===== src/sdc_pkg.sv =====
// constants, types and framing layout for the card command issuer
// assumes a 10 MHz core clock and a card clock made by division from it
package sdc_pkg;
    // clocking: core period and card clock period, both in ns
    localparam int CORE_CLK_NS = 100;
    localparam int CARD_CLK_NS = 800;
    localparam int HALF_CYC = CARD_CLK_NS / (2 * CORE_CLK_NS);
    localparam logic [2:0] HALF_LAST = 3'(HALF_CYC - 1);
    // command token layout
    localparam int FRAME_BITS = 48;
    localparam int HDR_BITS = 40;
    localparam int CRC_BITS = 7;
    localparam logic [5:0] CNT_CRC_LAST = 6'(HDR_BITS + CRC_BITS - 1);
    localparam logic [5:0] CNT_END = 6'(FRAME_BITS - 1);
    localparam logic [5:0] CNT_HDR = 6'(HDR_BITS);
    localparam logic [6:0] CRC_POLY = 7'h09;
    localparam logic [6:0] CRC_RST = 7'h00;
    // command indices with special handling
    localparam logic [5:0] IDX_APP = 6'h37;
    localparam logic [5:0] IDX_IFCOND = 6'h08;
    // card types
    localparam logic [1:0] CT_SD = 2'h0;
    localparam logic [1:0] CT_SDIO = 2'h1;
    localparam logic [1:0] CT_MMC = 2'h2;
    localparam logic [1:0] CT_CEATA = 2'h3;
    // command class bit positions
    localparam int CC_BASIC = 0;
    localparam int CC_SREAD = 1;
    localparam int CC_BREAD = 2;
    localparam int CC_SWRITE = 3;
    localparam int CC_BWRITE = 4;
    localparam int CC_ERASE = 5;
    localparam int CC_WPROT = 6;
    localparam int CC_LOCK = 7;
    localparam int CC_APP = 8;
    localparam int CC_IO = 9;
    localparam int CC_SWITCH = 10;
    localparam int CC_BITS = 12;
    // expected response kinds
    typedef enum logic [2:0] {
        RSP_NONE = 3'h0,
        RSP_R1 = 3'h1,
        RSP_R2 = 3'h2,
        RSP_R3 = 3'h3,
        RSP_R4 = 3'h4,
        RSP_R6 = 3'h6,
        RSP_R7 = 3'h7
    } sdc_rsp_type;
    typedef enum logic [1:0] {
        ST_IDLE = 2'b01,
        ST_SEND = 2'b10
    } sdc_state_type;
endpackage : sdc_pkg


===== src/sdc_crc7.sv =====
// serial crc7 over the command token header bits
// assumes clr and en are never high together with meaning; clr wins
`timescale 1ns/1ps
module sdc_crc7
    import sdc_pkg::*;
(
    input wire logic core_clk, // core clock
    input wire logic arst_n, // async reset, active low
    input wire logic clr, // restart for a new token
    input wire logic en, // take one header bit
    input wire logic din, // header bit, msb first
    output logic [6:0] crc // running remainder
);
    logic fb;

    // feedback of the x^7 + x^3 + 1 divider
    assign fb = din ^ crc[6];

    always_ff @(posedge core_clk or negedge arst_n)
    begin
        if (!arst_n)
            crc <= CRC_RST;
        else if (clr)
            crc <= CRC_RST;
        else if (en)
            crc <= {crc[5:0], 1'b0} ^ (fb ? CRC_POLY : CRC_RST);
    end
endmodule : sdc_crc7


===== src/sdc_cmd_issuer.sv =====
// card command issuer: checks, frames and shifts one command token, two for an application command (prefix first)
// assumes the card samples cmd on the rising edge of card_clk
//
// Overview of operation
// RULE_01: token is 48 bits with crc7, end bit
// RULE_02: application commands preceded automatically by prefix command
// RULE_03: card ignores stuff and reserved argument bits
// RULE_04: SD needs classes 0, 2, 4, 5, 8
// RULE_05: high capacity SD adds lock class, not 40
// RULE_06: MMC needs the basic class
// RULE_07: issue only commands of classes card reports
// RULE_08: fixed command to class mapping
// RULE_09: MMC-only commands refused for other cards
// RULE_10: SD-only commands and ACMDs refused otherwise
// RULE_11: command 8 response depends on card type
// RULE_12: CE-ATA supports its listed MMC command subset
// RULE_13: command 0 idles cards, no response
// RULE_14: command 1 answered with R3 operating conditions
// RULE_15: command 2 answered with long R2
// RULE_16: command 3 answered with R6 address
// RULE_17: command 4 loads driver stage, no response
// RULE_18: command 5 answered by I/O cards, R4
`timescale 1ns/1ps
module sdc_cmd_issuer
    import sdc_pkg::*;
(
    input wire logic core_clk, // core clock, 10 MHz
    input wire logic arst_n, // async reset, active low
    input wire logic cmd_start, // request pulse, taken when idle
    input wire logic [5:0] cmd_index, // command index
    input wire logic [31:0] cmd_arg, // command argument
    input wire logic cmd_app, // index is an application command
    input wire logic [1:0] card_type, // SD, SDIO, MMC or CE-ATA
    input wire logic [CC_BITS-1:0] card_ccc, // classes reported by card
    input wire logic [15:0] card_rca, // address used by the prefix
    output logic cmd_busy, // token in flight
    output logic cmd_done, // pulse: token finished
    output logic cmd_reject, // pulse: request refused
    output sdc_rsp_type resp_kind, // response expected for last token
    output logic card_clk, // card clock, free running
    output logic cmd_out, // command line drive value
    output logic cmd_oe // command line drive enable
);
    typedef struct packed {
        sdc_state_type st;
        logic [2:0] div;
        logic clk;
        logic [39:0] sh;
        logic [5:0] cnt;
        logic out;
        logic oe;
        logic pend;
        logic [5:0] p_idx;
        logic [31:0] p_arg;
        logic done;
        logic rej;
        sdc_rsp_type rsp;
    } sdc_regs_type;

    sdc_regs_type s_r;
    sdc_regs_type s_nxt;
    logic [6:0] crc;
    logic crc_clr;
    logic crc_en;
    logic fall_tick;
    logic legal;

    // command class set of an index
    function automatic logic [CC_BITS-1:0] class_of(input logic [5:0] idx, input logic app);
        logic [CC_BITS-1:0] m;
        m = '0;
        if (app)
            m[CC_APP] = 1'b1; // RULE_08
        else
        begin
            unique case (idx) // RULE_08
                6'h00, 6'h01, 6'h02, 6'h03, 6'h04, 6'h07, 6'h08, 6'h09, 6'h0A, 6'h0C,
                6'h0D, 6'h0E, 6'h0F, 6'h13: m[CC_BASIC] = 1'b1;
                6'h06, 6'h22, 6'h23, 6'h24, 6'h25, 6'h32, 6'h39: m[CC_SWITCH] = 1'b1;
                6'h0B: m[CC_SREAD] = 1'b1;
                6'h10:
                begin
                    m[CC_BREAD] = 1'b1;
                    m[CC_BWRITE] = 1'b1;
                    m[CC_LOCK] = 1'b1;
                end
                6'h11, 6'h12: m[CC_BREAD] = 1'b1;
                6'h14: m[CC_SWRITE] = 1'b1;
                6'h17:
                begin
                    m[CC_BREAD] = 1'b1;
                    m[CC_BWRITE] = 1'b1;
                end
                6'h18, 6'h19, 6'h1A, 6'h1B: m[CC_BWRITE] = 1'b1;
                6'h1C, 6'h1D, 6'h1E: m[CC_WPROT] = 1'b1;
                6'h20, 6'h21, 6'h26: m[CC_ERASE] = 1'b1;
                6'h2A: m[CC_LOCK] = 1'b1;
                6'h05, 6'h27, 6'h28, 6'h34, 6'h35: m[CC_IO] = 1'b1;
                6'h37, 6'h38, 6'h3C: m[CC_APP] = 1'b1;
                default: m = '0; // unlisted index: no class gate
            endcase
        end
        return m;
    endfunction : class_of

    // whether this card type may receive the command
    function automatic logic type_ok(input logic [5:0] idx, input logic app, input logic [1:0] ct);
        logic sd_fam;
        logic ok;
        sd_fam = (ct == CT_SD) || (ct == CT_SDIO);
        ok = 1'b1;
        if (app)
            ok = sd_fam; // RULE_10
        else
        begin
            unique case (idx)
                6'h01, 6'h0B, 6'h0E, 6'h13, 6'h14, 6'h17, 6'h1A, 6'h27, 6'h28:
                    ok = !sd_fam; // RULE_09
                6'h05, 6'h20, 6'h21, 6'h22, 6'h32, 6'h34, 6'h35, 6'h39:
                    ok = sd_fam; // RULE_10
                6'h3C, 6'h3D: ok = (ct == CT_CEATA);
                default: ok = 1'b1;
            endcase
        end
        return ok;
    endfunction : type_ok

    // response the card will give, by index and card type
    function automatic sdc_rsp_type rsp_of(input logic [5:0] idx, input logic app,
                                           input logic [1:0] ct);
        sdc_rsp_type r;
        r = RSP_R1;
        if (!app)
        begin
            unique case (idx)
                6'h00: r = RSP_NONE; // RULE_13
                6'h01: r = RSP_R3; // RULE_14
                6'h02: r = RSP_R2; // RULE_15
                6'h03: r = RSP_R6; // RULE_16
                6'h04: r = RSP_NONE; // RULE_17
                6'h05: r = RSP_R4; // RULE_18
                6'h08: r = (ct == CT_SD || ct == CT_SDIO) ? RSP_R7 : RSP_R1; // RULE_11
                default: r = RSP_R1;
            endcase
        end
        return r;
    endfunction : rsp_of

    // a request passes only if the card type and its classes allow it
    always_comb
    begin
        logic [CC_BITS-1:0] m;
        m = class_of(cmd_index, cmd_app);
        legal = type_ok(cmd_index, cmd_app, card_type)
            && ((m == '0) || ((m & card_ccc) != '0)); // RULE_07
    end

    assign fall_tick = (s_r.div == HALF_LAST) && s_r.clk;
    assign crc_clr = (s_r.st == ST_IDLE) || !s_r.oe; // fresh remainder for each token of a pair
    assign crc_en = fall_tick && (s_r.st == ST_SEND) && s_r.oe && (s_r.cnt < CNT_HDR);

    sdc_crc7 u_crc
    (
        .core_clk(core_clk),
        .arst_n(arst_n),
        .clr(crc_clr),
        .en(crc_en),
        .din(s_r.sh[39]),
        .crc(crc)
    );

    // next state: divider, request check, token shifter
    always_comb
    begin
        s_nxt = s_r;
        s_nxt.done = 1'b0;
        s_nxt.rej = 1'b0;
        s_nxt.div = (s_r.div == HALF_LAST) ? 3'h0 : s_r.div + 3'h1;
        if (s_r.div == HALF_LAST)
            s_nxt.clk = !s_r.clk;
        unique case (s_r.st)
            ST_IDLE:
            begin
                if (cmd_start && !legal)
                    s_nxt.rej = 1'b1; // RULE_09
                else if (cmd_start)
                begin
                    s_nxt.st = ST_SEND;
                    s_nxt.cnt = 6'h00;
                    s_nxt.oe = 1'b0;
                    s_nxt.rsp = rsp_of(cmd_index, cmd_app, card_type);
                    if (cmd_app)
                    begin
                        // prefix goes first, the ACMD waits in p_idx/p_arg
                        s_nxt.sh = {2'b01, IDX_APP, card_rca, 16'h0000}; // RULE_02
                        s_nxt.pend = 1'b1;
                        s_nxt.p_idx = cmd_index;
                        s_nxt.p_arg = cmd_arg;
                    end
                    else
                        s_nxt.sh = {2'b01, cmd_index, cmd_arg}; // RULE_01
                end
            end
            ST_SEND:
            begin
                // the line only changes on a card clock falling edge
                if (fall_tick)
                begin
                    if (!s_r.oe)
                    begin
                        s_nxt.oe = 1'b1;
                        s_nxt.out = s_r.sh[39];
                    end
                    else if (s_r.cnt < CNT_HDR)
                    begin
                        s_nxt.sh = {s_r.sh[38:0], 1'b0};
                        s_nxt.cnt = s_r.cnt + 6'h01;
                        // last header bit enters the remainder on this edge: form its msb here
                        s_nxt.out = (s_r.cnt == CNT_HDR - 6'h01)
                            ? (crc[5] ^ (CRC_POLY[6] & (s_r.sh[39] ^ crc[6]))) : s_r.sh[38];
                    end
                    else if (s_r.cnt < CNT_CRC_LAST)
                    begin
                        s_nxt.cnt = s_r.cnt + 6'h01;
                        s_nxt.out = crc[6 - 3'(s_r.cnt - CNT_HDR) - 1]; // RULE_01
                    end
                    else if (s_r.cnt == CNT_CRC_LAST)
                    begin
                        s_nxt.cnt = CNT_END;
                        s_nxt.out = 1'b1; // RULE_01
                    end
                    else if (s_r.pend)
                    begin
                        // prefix sent, the line is released for one card clock, then the application command follows
                        s_nxt.pend = 1'b0;
                        s_nxt.oe = 1'b0;
                        s_nxt.cnt = 6'h00;
                        s_nxt.sh = {2'b01, s_r.p_idx, s_r.p_arg}; // RULE_02
                    end
                    else
                    begin
                        s_nxt.oe = 1'b0;
                        s_nxt.out = 1'b1;
                        s_nxt.st = ST_IDLE;
                        s_nxt.done = 1'b1;
                    end
                end
            end
            default: s_nxt.st = ST_IDLE;
        endcase
    end

    // state register; line idles high and released
    always_ff @(posedge core_clk or negedge arst_n)
    begin
        if (!arst_n)
        begin
            s_r <= '0;
            s_r.st <= ST_IDLE;
            s_r.out <= 1'b1;
            s_r.rsp <= RSP_NONE;
        end
        else
            s_r <= s_nxt;
    end

    assign cmd_busy = (s_r.st == ST_SEND);
    assign cmd_done = s_r.done;
    assign cmd_reject = s_r.rej;
    assign resp_kind = s_r.rsp;
    assign card_clk = s_r.clk;
    assign cmd_out = s_r.out;
    assign cmd_oe = s_r.oe;

    property p_start_bit;
        @(posedge core_clk) disable iff (!arst_n) $rose(cmd_oe) |-> !cmd_out;
    endproperty
    a_start_bit: assert property (p_start_bit) else $error("token start bit not zero"); // RULE_01

    property p_end_bit;
        @(posedge core_clk) disable iff (!arst_n) $fell(cmd_oe) |-> $past(cmd_out);
    endproperty
    a_end_bit: assert property (p_end_bit) else $error("token end bit not one"); // RULE_01

    property p_dir_bit;
        @(posedge core_clk) disable iff (!arst_n)
            $rose(cmd_oe) |-> (cmd_oe && !cmd_out)[*8] ##1 (cmd_oe && cmd_out);
    endproperty
    a_dir_bit: assert property (p_dir_bit) else $error("direction bit not one"); // RULE_01

    property p_mmc_only;
        @(posedge core_clk) disable iff (!arst_n)
            (!cmd_busy && cmd_start && !cmd_app && cmd_index == 6'h01 && card_type == CT_SD)
            |=> cmd_reject && !cmd_busy;
    endproperty
    a_mmc_only: assert property (p_mmc_only) else $error("MMC-only command sent to SD"); // RULE_09

    property p_sd_only;
        @(posedge core_clk) disable iff (!arst_n)
            (!cmd_busy && cmd_start && (cmd_app || cmd_index == 6'h05) && card_type == CT_MMC)
            |=> cmd_reject;
    endproperty
    a_sd_only: assert property (p_sd_only) else $error("SD-only command sent to MMC"); // RULE_10

    property p_prefix;
        @(posedge core_clk) disable iff (!arst_n)
            (!cmd_busy && cmd_start && cmd_app && !cmd_reject && legal)
            |=> s_r.sh[37:32] == IDX_APP && s_r.pend;
    endproperty
    a_prefix: assert property (p_prefix) else $error("application command lacks prefix"); // RULE_02

    property p_cmd8_rsp;
        @(posedge core_clk) disable iff (!arst_n)
            (!cmd_busy && cmd_start && !cmd_app && cmd_index == IDX_IFCOND && legal)
            |=> resp_kind == ((card_type == CT_MMC || card_type == CT_CEATA) ? RSP_R1 : RSP_R7);
    endproperty
    a_cmd8_rsp: assert property (p_cmd8_rsp) else $error("wrong response for command 8"); // RULE_11

    property p_class_gate;
        @(posedge core_clk) disable iff (!arst_n)
            (!cmd_busy && cmd_start && !cmd_app && cmd_index == 6'h11 && !card_ccc[CC_BREAD])
            |=> cmd_reject ##1 !cmd_busy;
    endproperty
    a_class_gate: assert property (p_class_gate) else $error("unsupported class issued"); // RULE_07

    property p_no_rsp;
        @(posedge core_clk) disable iff (!arst_n)
            (!cmd_busy && cmd_start && !cmd_app && (cmd_index == 6'h00 || cmd_index == 6'h04)
             && legal) |=> resp_kind == RSP_NONE;
    endproperty
    a_no_rsp: assert property (p_no_rsp) else $error("broadcast expects a response"); // RULE_13
endmodule : sdc_cmd_issuer


===== config.mk =====
export PLATFORM = sky130hd
export DESIGN_NAME = sdc_cmd_issuer
export DESIGN_NICKNAME = d
export VERILOG_FILES = /design/src/sdc_pkg.sv /design/src/sdc_crc7.sv /design/src/sdc_cmd_issuer.sv
export SDC_FILE = /design/constraint.sdc
export NUM_CORES = 1
export LEC_CHECK = 0
export ABC_CLOCK_PERIOD_IN_PS = 2050
export BUFFER_PORTS_ARGS = -buffer_cell sky130_fd_sc_hd__buf_2
export CORE_UTILIZATION = 45
export CTS_BUF_LIST = sky130_fd_sc_hd__clkbuf_2
export CTS_CLUSTER_DIAMETER = 40
export DETAILED_ROUTE_END_ITERATION = 10
export GPL_TIMING_DRIVEN = 0
export PLACE_DENSITY = 0.73
export RECOVER_POWER = 25
export SYNTH_ARGS = -nofsm -noshare
export SYNTH_HDL_FRONTEND = slang
export SYNTH_SLANG_ARGS = --single-unit

===== constraint.sdc =====
create_clock -name core_clk -period 2.05 [get_ports core_clk]
set_input_delay 0.205 -clock core_clk [delete_from_list [all_inputs] [get_ports core_clk]]
set_output_delay 0.205 -clock core_clk [all_outputs]
set_load 0.02 [all_outputs]

==> results of run 1 <==
==> kinds of logic (layout without fill, tap and decap cells) <==
| family | count (synthesis) | in the layout |
|---|---|---|
| AND/OR/NAND/NOR | 156 | 156 |
| AO/OA/AOI/OAI | 153 | 153 |
| flip-flops | 105 | 105 |
| multiplexers | 116 | 116 |
| XOR/XNOR | 7 | 7 |
| other | 0 | 1 |
| buffers and inverters | 62 | 231 |
| adder cells (fa/ha/maj) | 5 | 5 |
==> routing by layer <==
layer,vias up,part of all wire
li1,2562,-
met1,2828,0.43
met2,210,0.50
met3,41,0.045
met4,0,0.020
met5,-,0
==> state kept, by name, indices dropped and copies added (netlist names) <==
register    flops
s_r            90
u_crc.crc       7
resp_kind       3
card_clk        1
cmd_done        1
cmd_oe          1
cmd_out         1
cmd_reject      1
==> power by group <==
| group | switching, mW | internal [mW] | total [mW] |
|---|---|---|---|
| logic | 1.93 | 2.90 | 4.84 |
| clock network | 0.701 | 0.285 | 0.986 |
| registers | 0.534 | 2.88 | 3.41 |
==> metrics by stage <==
| step | hold slack (ns) | total power, mW | area [um^2] |
|---|---|---|---|
| after CTS | 0.00126 | 8.69 | 8260 |
| after global placement | 0.419 | 7.12 | 7250 |
| final | 0.0203 | 9.24 | 8620 |
| after floorplan | -0.0906 | 6.44 | 6640 |
| after global routing | 0.00715 | 9.67 | 8620 |
| after detailed placement | 0.231 | 7.26 | 7280 |
==> cell type report <==
cell class	count	area, um^2
Tap cell	180	225
Timing Repair Buffer	155	1310
Multi-Input combinational cell	437	3830
Inverter	13	52.6
Buffer	47	454
Sequential cell	105	2630
Clock inverter	5	56.3
Clock buffer	11	55.1
Antenna cell	1	2.50
Fill cell	1089	5420
==> repair_timing <==
item,in CTS,in global routing
resized for setup,80,46
endpoints found under the setup margin,98,87
endpoints found under the hold margin,107,1
gates cloned,4,5
pin swaps,17,7
hold buffers,38,1
setup buffers,21,8
==> worst max-delay path by stage <==
stage | end | cells after the start | slack (ns) | start
floorplan | s_r[52]$_DFFE_PN0P_ | 12 | -0.50 | cmd_index[3]
global placement | s_r[62]$_DFFE_PN0P_ | 13 | -1.21 | cmd_index[5]
detailed placement | s_r[80]$_DFFE_PN0P_ | 13 | -1.23 | cmd_index[5]
CTS | s_r[63]$_DFFE_PN0P_ | 12 | -0.14 | cmd_index[4]
global route | s_r[85]$_DFFE_PN0P_ | 14 | -0.22 | cmd_index[3]
finish | s_r[89]$_DFFE_PN0P_ | 11 | -0.23 | cmd_index[0]
==> cells in the final DEF (no fill, tap or decap), types with 7 or more instances in the layout <==
cell,instances
buf_6,17
clkbuf_2,19
buf_4,28
a22oi_1,20
nor2_1,22
inv_1,8
dfrtp_1,100
nand2_1,45
a21oi_1,17
buf_12,9
o21ai_0,47
o21ai_1,7
mux2i_1,38
mux2_4,71
a31oi_1,10
buf_2,78
dlygate4sd3_1,39
==> critical path, delay by kind of cell <==
family / cells / cell delay, ns
AND/OR/NAND/NOR: 4 / 1.38
multiplexers: 1 / 0.30
AO/OA/AOI/OAI: 3 / 0.43
buffers and inverters: 3 / 0.46
==> run_results.csv, run 1 <==
group,metric,value,unit
cts,cts_buffers,9,
sta,max_freq,0.439,GHz
worst_setup_path,critPathMaxFanout,10,
worst_setup_path,end_kind,"register",
worst_setup_path,critPathArrivalTime,2.79,ns
global_routing,busiest_layer,"met2",
cts,cts_tree,"done",
worst_setup_path,crit_required,2.56,ns
sta,tns,-12.49,ns
sta,max_slew_margin,0.274,
global_routing,grt_usage,0.237,
global_routing,grt_util_met1,0.311,
final_layout,drive_gt1_frac,0.408,
die,rows,43,
worst_setup_path,crit_chain,"buf_6 > or3b_4 > a21oi_4 > a2111oi_2 > and4b_2 > nor4_4 > a32oi_4 > and4b_1 > buf_6 > clkbuf_16 > mux2_4",
yosys,synth_top_area_frac,0.395,
yosys,synth_compound_area_frac,0.153,
sta,layout_min_cycle_time,2.28,ns
worst_setup_path,r2r_cells,7,
routing,via_per_inst,5.91,
die,coreArea,14000,um^2
sta,final-hold-violation-count,0,
sta,drv_slew,0,
worst_setup_path,cpMostUsedCell,"buf_6",
min_path,min_to,"s_r[81]$_DFFE_PN0P_",
worst_setup_path,r2r_setup_slack,-0.13,ns
sta,setup_slack,-0.229,ns
final_layout,nNetsFinal,845,
yosys,synth_top_family_by_area,"multiplexers",
global_routing,globalRouteMet3Util,0.0358,
sta,finalSetupViolations,80,
outcome,status,"finished with violations",
cts,cts.htree.levels,3,
global_routing,grt_first_pass_wirelength,28100,um
yosys,yosys-top-cells-area,"dfrtp_1 39%, mux2_4 16%, mux2i_1 5.8%, o21ai_0 4.1%, nand2_1 2.8%",
cts,cts_max_path_buffers,2,
yosys,syn_nets,681,
yosys,avgSynthCellArea,10.8,um^2
yosys,netlist_area,6530,um^2
yosys,synth.distinct_cells,77,
die,chipHeight,122,um
yosys,synth_common_cells,"103 x dfrtp_1, 68 x mux2_4, 53 x o21ai_0",
global_routing,grt-ovfl-total,0,
pwr,vdd_ir_drop_max,0.499,mV
placed_design,placed_cells,862,
pwr,p_leak,4.03,nW
worst_setup_path,max_stage_delay,0.43,ns
die,die_area,15000,um^2
yosys,synth_mux_area_frac,0.234,
sta,period_share,1.11,
min_path,hold_path_depth,4,
pwr,power_density,1070,nW/um^2
routing,drt_iter0_drc,421,
yosys,synth_cells,604,
global_routing,antenna_found_initial,1,
yosys,postSynth.asyncResetShare,1.00,
worst_setup_path,start_kind,"input pin",
worst_setup_path,r2r_end,"s_r[89]$_DFFE_PN0P_",
placed_design,io_buffers,77,
yosys,ys_ff_latch,105,
routing,wirelength,18400,um
yosys,synthAdderAreaFrac,0.00958,
final_layout,syn_to_final_growth,32.0,%
sta,finClkSkew,0.0438,ns
yosys,synth_most_common_cell,"dfrtp_1",
global_routing,use_met2,0.391,
global_routing,grt_max_degree,65,
min_path,worstHoldStart,"card_rca[13]",
worst_setup_path,cp_slowest_cell,"or3b_4",
yosys,synth_top_cell_by_area,"dfrtp_1",
placed_design,dp_hpwl,11700,um
routing,num_vias,5641,
yosys,synth_simple_gate_area_frac,0.134,
worst_setup_path,critical_path_class,"in2reg",
outcome,violations,"negative setup slack",
yosys,synth_warnings,0,
placed_design,place_ws,-1.23,ns
die,start_util,0.465,
placed_design,finalWeightedCongestion,0.879,
sta,tightest_slew,1.09,ns
yosys,synthXorXnorAreaFrac,0.00939,
yosys,synth_flop_cell,"dfrtp_1",
yosys,seq_area_frac_synth,0.403,
final_layout,fin_util,0.614,
global_routing,grt_pass1_vias,5596,
cts,clock-sinks,105,
routing,drc,0,
yosys,synth_edf_count,0,
worst_setup_path,r2r-start,"s_r[96]$_DFFE_PN1P_",
final_layout,instances_no_fill,954,
cts,clk_latency,0.61,ns
routing,dr.pass1.iters,5,
sta,rsz0062_at_grt,"yes",
min_path,hold_class,"in2reg",
die,io_pins,81,
routing,routedWlPerCell,19.3,um
die,die_w,122,um
job,cap_viol_max_count,0,
cts,clockRootBuffer,"clkbuf_2",
routing,ant_nets,0,
cts,clk_pin_slew,0.30,ns
Power figures use the tool's default switching activity.
==> inputs of run 2 (changes only) <==
--- a/config.mk
+++ b/config.mk
@@ -15,4 +15,5 @@
 export PLACE_DENSITY = 0.73
 export RECOVER_POWER = 25
+export REMOVE_ABC_BUFFERS = 1
 export SYNTH_ARGS = -nofsm -noshare
 export SYNTH_HDL_FRONTEND = slang
==> constraint.sdc (replaced) <==
create_clock -name core_clk -period 2.05 [get_ports core_clk]
set_input_delay 0.205 -clock core_clk [delete_from_list [all_inputs] [get_ports core_clk]]
set_output_delay 0.205 -clock core_clk [all_outputs]
set_load 0.1 [all_outputs]
==> run 2 against run 1 <==
The run still ends with negative setup slack left. Clock-buffer cell count down 2. Clock power is 14% higher. Cell count is 0.73% lower. Die area is the same. Clock skew rose by 0.00080 ns. Design area up 3.0%. Largest power group unchanged.
==> run_results.csv, run 2 (synthesis gave the netlist of run 1 again) <==
group,metric,value,unit
routing,met3_length,1500,um
placed_design,dp_hpwl,9560,um
final_layout,nNetsFinal,839,
global_routing,antenna_found_initial,0,
pwr,clockPowerShare,0.115,
cts,cts.htree.levels,3,
die,chipHeight,122,um
cts,clock-sinks,105,
pwr,intPower,6.21,mW
placed_design,io_buffers,79,
sta,finClkSkew,0.0446,ns
worst_setup_path,path_delay_family,"simple AND/OR/NAND/NOR gates",
sta,setup_slack,-0.160,ns
pwr,power_frac_seq,0.350,
die,die_area,15000,um^2
worst_setup_path,critPathArrivalTime,2.67,ns
worst_setup_path,critPathLaunch,"cmd_index[5]",
final_layout,largest_reg_flops,90,
global_routing,grt_first_pass_wirelength,30900,um
worst_setup_path,max_stage_delay,0.42,ns
outcome,violations,"negative setup slack",
worst_setup_path,critPathMaxFanout,14,
final_layout,instances_no_fill,947,
min_path,worstHoldStart,"card_rca[2]",
sta,max_freq,0.453,GHz
routing,top_layer,"met4",
global_routing,grt_usage,0.265,
placed_design,place_area,6940,um^2
sta,layout_min_cycle_time,2.21,ns
global_routing,grt_max_degree,60,
die,coreArea,14000,um^2
routing,num_vias,5846,
outcome,status,"finished with violations",
job,cap_viol_max_count,0,
final_layout,syn_to_final_growth,36.0,%
sta,max_slew_margin,0.195,
sta,period_share,1.08,
pwr,p_sw,3.51,mW
cts,clk_latency,0.60,ns
final_layout,final_area,8880,um^2
routing,via_per_inst,6.17,
routing,wirelength,19900,um
pwr,vdd_ir_drop_max,0.623,mV
sta,final-hold-violation-count,0,
pwr,power.share.switching,0.361,
worst_setup_path,crit_required,2.51,ns
final_layout,final_common_cell,"dfrtp_1",
routing,wl_met1,8090,um
pwr,power_density,1090,nW/um^2
placed_design,placed_cells,818,
routing,ant_nets,0,
final_layout,top_register,"s_r",
die,start_util,0.465,
pwr,comb_power_share,0.536,
routing,dr.pass1.iters,5,
die,io_pins,81,
final_layout,fillers,978,
worst_setup_path,end_kind,"register",
global_routing,grt_pass1_vias,5907,
worst_setup_path,crit_chain,"buf_16 > nor2b_1 > nor3b_1 > a31oi_1 > o2bb2ai_2 > nor4_4 > buf_4 > a32oi_4 > and4b_4 > buf_8 > mux2_4",
cts,clockRootBuffer,"clkbuf_2",
worst_setup_path,cp_slowest_cell,"and4b_4",
cts,cts_max_path_buffers,2,
routing,met2_length,9700,um
min_path,hold_class,"in2reg",
worst_setup_path,path_buf_inv,3,
cts,cts_buffers,9,
cts,clk_pin_slew,0.28,ns
final_layout,drive_gt1_frac,0.401,
worst_setup_path,r2r-start,"s_r[47]$_DFFE_PN0P_",
worst_setup_path,critical_path_class,"in2reg",
die,die_w,122,um
routing,routedWlPerCell,21.0,um
sta,holdWs,0.0479,ns
pwr,total_power,9.72,mW
final_layout,final_cell_mix,"97 x dfrtp_1, 70 x buf_2, 69 x mux2_4",
sta,rsz0062_at_grt,"yes",
sta,finalSetupViolations,73,
routing,drt_iter0_drc,437,
cts,cts_tree,"done",
sta,tightest_slew,1.21,ns
placed_design,finalWeightedCongestion,0.930,
global_routing,grt-ovfl-total,0,
worst_setup_path,start_kind,"input pin",
die,rows,43,
sta,drv_slew,0,
routing,drc,0,
pwr,p_leak,4.13,nW
run 2: cell count changes in the layout (fill, tap and decap cells not counted), sizes merged:
cell,delta
nor2,+1
inv,+1
bufinv,+1
and4b,+1
o21ai,+1
buf,-1
bufbuf,+6
clkbuf,-20
dlygate4sd3,+3
clkinv,-1
nand3,+1
run 2: final timing paths:
kind / end / slack (ns) / depth (start not counted)
worst min-delay path: s_r[70]$_DFFE_PN0P_ / 0.05 / 4
worst max-delay path: s_r[90]$_DFFE_PN0P_ / -0.16 / 11
worst min register to register: s_r[93]$_DFF_PN0_ / 0.46 / 1
worst max register to register: s_r[90]$_DFFE_PN0P_ / -0.10 / 6
max in group asynchronous: s_r[96]$_DFFE_PN1P_ / 0.76 / 3
min in group asynchronous: s_r[80]$_DFFE_PN0P_ / 0.35 / 2
run 2: cell type report:
cell class | count | area (um^2) | area share
clock buffer | 9 | 45.0 | 0.00507
sequential | 105 | 2640 | 0.297
clock inverter | 6 | 91.3 | 0.0103
antenna | 1 | 2.50 | 0.000282
inverter | 13 | 52.6 | 0.00592
timing repair buffer | 192 | 1980 | 0.223
multi-input combinational | 441 | 3850 | 0.433
tap | 180 | 225 | 0.0254
run 2: tightest hold or removal path, cell delays in order:
cell and delay (ns):
buf_2 0.08, mux2i_1 0.05, o21ai_0 0.15, mux2_4 0.14
run 2: what timing repair did:
item                                   4_1_cts  5_1_grt
buffers inserted                            37       14
hold buffers                                41        1
endpoints found under the hold margin      102        1
cloned                                      16        4
pin swaps                                   15       15
gates resized for setup                     97       24
setup endpoints to repair                  101       78
run 2: power by group through the flow:
stage | Clock, mW | Combinational, mW | Sequential (mW)
after global placement | 0 | 3.18 | 3.32
final | 1.12 | 5.21 | 3.40
after detailed placement | 0 | 3.75 | 3.39
after global routing | 1.20 | 5.48 | 3.47
after CTS | 1.13 | 4.83 | 3.36
after floorplan | 0 | 2.59 | 3.51
run 2: per-layer routing:
layer,GRT usage,vias up
li1,-,2575
met1,0.330,2860
met2,0.446,342
met3,0.0465,69
met4,0.124,0
met5,0,-
run 2: metrics by stage:
step | util | setup TNS (ns) | setup WS, ns
2_1_floorplan | - | -141.58 | -1.94
4_1_cts | 0.612 | -0.563 | -0.0514
3_3_place_gp | 0.486 | -282.78 | -2.98
3_5_place_dp | 0.494 | -156.50 | -2.17
6_report | 0.632 | -6.35 | -0.160
5_1_grt | 0.632 | -4.75 | -0.154
==> inputs of run 3 (changes only) <==
Settings changed: PLACE_DENSITY 0.73 to 0.71.
==> run 3 against run 2 <==
Via count fell by 6.4%. The run still ends with negative setup slack left. Sequential cell count did not move. Design area fell by 3.3%. Maximum frequency rose by 2.7%. Critical path depth rose by 1. Combinational power fell by 6.9%. Wire length fell by 12%. Sequential power barely moved. Die area did not move. Non-clock buffer count fell by 12. Largest power group unchanged. Clock-buffer cell count did not move.
==> run_results.csv, run 3 (synthesis gave the netlist of run 1 again) <==
group,metric,value,unit
pwr,vdd_ir_drop_max,0.454,mV
routing,drt_iter0_drc,362,
routing,via_per_inst,5.86,
pwr,power.share.switching,0.360,
die,rows,43,
final_layout,drive_gt1_frac,0.371,
final_layout,antenna_cells,0,
pwr,clockPowerShare,0.124,
final_layout,final_common_cell,"dfrtp_1",
pwr,total_power,9.43,mW
sta,setup_slack,-0.101,ns
cts,clock-sinks,105,
global_routing,grt_max_degree,55,
worst_setup_path,crit_required,2.63,ns
placed_design,dp_hpwl,9790,um
cts,clk_latency,0.66,ns
worst_setup_path,critical_path_class,"in2reg",
sta,max_freq,0.465,GHz
sta,drv_slew,0,
pwr,power_density,1100,nW/um^2
global_routing,antenna_found_initial,0,
sta,max_slew_margin,0.107,
pwr,power_frac_seq,0.362,
routing,num_vias,5471,
global_routing,grt-ovfl-total,0,
final_layout,final_cell_mix,"97 x dfrtp_1, 70 x buf_2, 69 x mux2_4",
cts,cts.htree.levels,3,
worst_setup_path,end_kind,"register",
min_path,hold_class,"in2reg",
cts,clk_pin_slew,0.32,ns
global_routing,grt_first_pass_wirelength,27500,um
worst_setup_path,critPathMaxFanout,35,
sta,period_share,1.05,
final_layout,nNetsFinal,825,
routing,ant_nets,0,
outcome,status,"finished with violations",
outcome,violations,"negative setup slack",
pwr,p_sw,3.39,mW
worst_setup_path,start_kind,"input pin",
routing,drc,0,
final_layout,largest_reg_flops,90,
worst_setup_path,r2r_setup_slack,-0.05,ns
job,cap_viol_max_count,0,
cts,clockRootBuffer,"clkbuf_2",
pwr,p_leak,3.95,nW
sta,tightest_slew,1.34,ns
pwr,intPower,6.04,mW
die,io_pins,81,
cts,cts_tree,"done",
placed_design,io_buffers,79,
placed_design,place_ws,-2.59,ns
sta,final-hold-violation-count,0,
die,start_util,0.465,
sta,finClkSkew,0.0444,ns
worst_setup_path,critPathArrivalTime,2.73,ns
die,chipHeight,122,um
global_routing,grt_usage,0.234,
die,die_area,15000,um^2
sta,layout_min_cycle_time,2.15,ns
cts,cts_max_path_buffers,2,
routing,routedWlPerCell,18.7,um
routing,dr.pass1.iters,5,
global_routing,grt_pass1_vias,5484,
sta,finalSetupViolations,76,
die,die_w,122,um
final_layout,top_register,"s_r",
routing,wirelength,17400,um
pwr,comb_power_share,0.514,
placed_design,finalWeightedCongestion,0.872,
die,coreArea,14000,um^2
final_layout,syn_to_final_growth,31.5,%
sta,rsz0062_at_grt,"yes",
cts,cts_buffers,9,
==> run 3: cell types whose count changed in the layout (fill, tap and decap cells not counted), moves of 5 or more <==
| cell | change |
|---|---|
| buf_12 | +5 |
| dlygate4sd3_1 | +16 |
| o21ai_1 | +6 |
| buf_16 | -7 |
| buf_4 | -17 |
| o21ai_0 | -6 |
| bufbuf_16 | -5 |
==> run 3: worst max-delay path: stages <==
cell and delay (ns):
buf_12 0.14, a211o_1 0.31, a211oi_2 0.34, a2111oi_4 0.07, and4b_2 0.29, nor4_4 0.26, buf_4 0.17, a32oi_4 0.10
and4b_4 0.25, buf_12 0.14, buf_16 0.14, mux2_4 0.29
==> run 3: path summary, 6_finish.rpt <==
| check | startpoint | endpoint | cells after the start |
|---|---|---|---|
| min | card_rca[8] | s_r[76]$_DFFE_PN0P_ | 4 |
| max | cmd_index[1] | s_r[86]$_DFFE_PN0P_ | 12 |
| min reg2reg | s_r[94]$_DFF_PN0_ | s_r[94]$_DFF_PN0_ | 1 |
| min in group asynchronous | arst_n | s_r[25]$_DFFE_PN0P_ | 2 |
| max in group asynchronous | arst_n | s_r[96]$_DFFE_PN1P_ | 3 |
| max reg2reg | s_r[96]$_DFFE_PN1P_ | s_r[83]$_DFFE_PN0P_ | 7 |
==> run 3: routing by layer <==
metal  track usage  routed length, um  up-vias
met1         0.305               7490     2692
met2         0.391               8490      202
met3        0.0288               1000       36
met4        0.0991                467        0
li1              -                  -     2541
met5             0                  0        -
==> run 3: area by class of cell <==
cell class | count | area, um^2
fill | 1079 | 5460
clock inverter | 7 | 97.6
timing repair buffer | 180 | 1700
clock buffer | 9 | 45.0
multi-input combinational | 439 | 3830
tap | 180 | 225
sequential | 105 | 2640
inverter | 13 | 50.0
==> run 3: per-stage QoR <==
| step | setup TNS, ns | instance area, um^2 | hold WS, ns | util | instances |
|---|---|---|---|---|---|
| 2_1_floorplan | -141.58 | 6210 | -0.0906 | - | 555 |
| 3_3_place_gp | -291.50 | 6830 | 0.420 | 0.486 | 814 |
| 3_5_place_dp | -172.03 | 6960 | 0.293 | 0.495 | 820 |
| 4_1_cts | -0.410 | 8240 | 0.00404 | 0.587 | 917 |
| 5_1_grt | -4.51 | 8590 | 0.0121 | 0.611 | 933 |
| 6_report | -3.37 | 8590 | 0.00359 | 0.611 | 933 |
==> run 3: timing repair <==
| item | in CTS | in global routing |
|---|---|---|
| hold buffers | 57 | 1 |
| pin swaps | 8 | 17 |
| hold endpoints to repair | 122 | 2 |
| setup buffers | 19 | 12 |
| gates cloned | 5 | 3 |
| gates resized for setup | 66 | 47 |
| endpoints found under the setup margin | 101 | 81 |
==> run 3: power groups by stage <==
stage | clock, mW | sequential (mW) | combinational [mW]
after floorplan | 0 | 3.51 | 2.59
after global placement | 0 | 3.33 | 3.19
after detailed placement | 0 | 3.40 | 3.74
after CTS | 1.18 | 3.36 | 4.70
after global routing | 1.28 | 3.47 | 5.14
final | 1.17 | 3.41 | 4.85
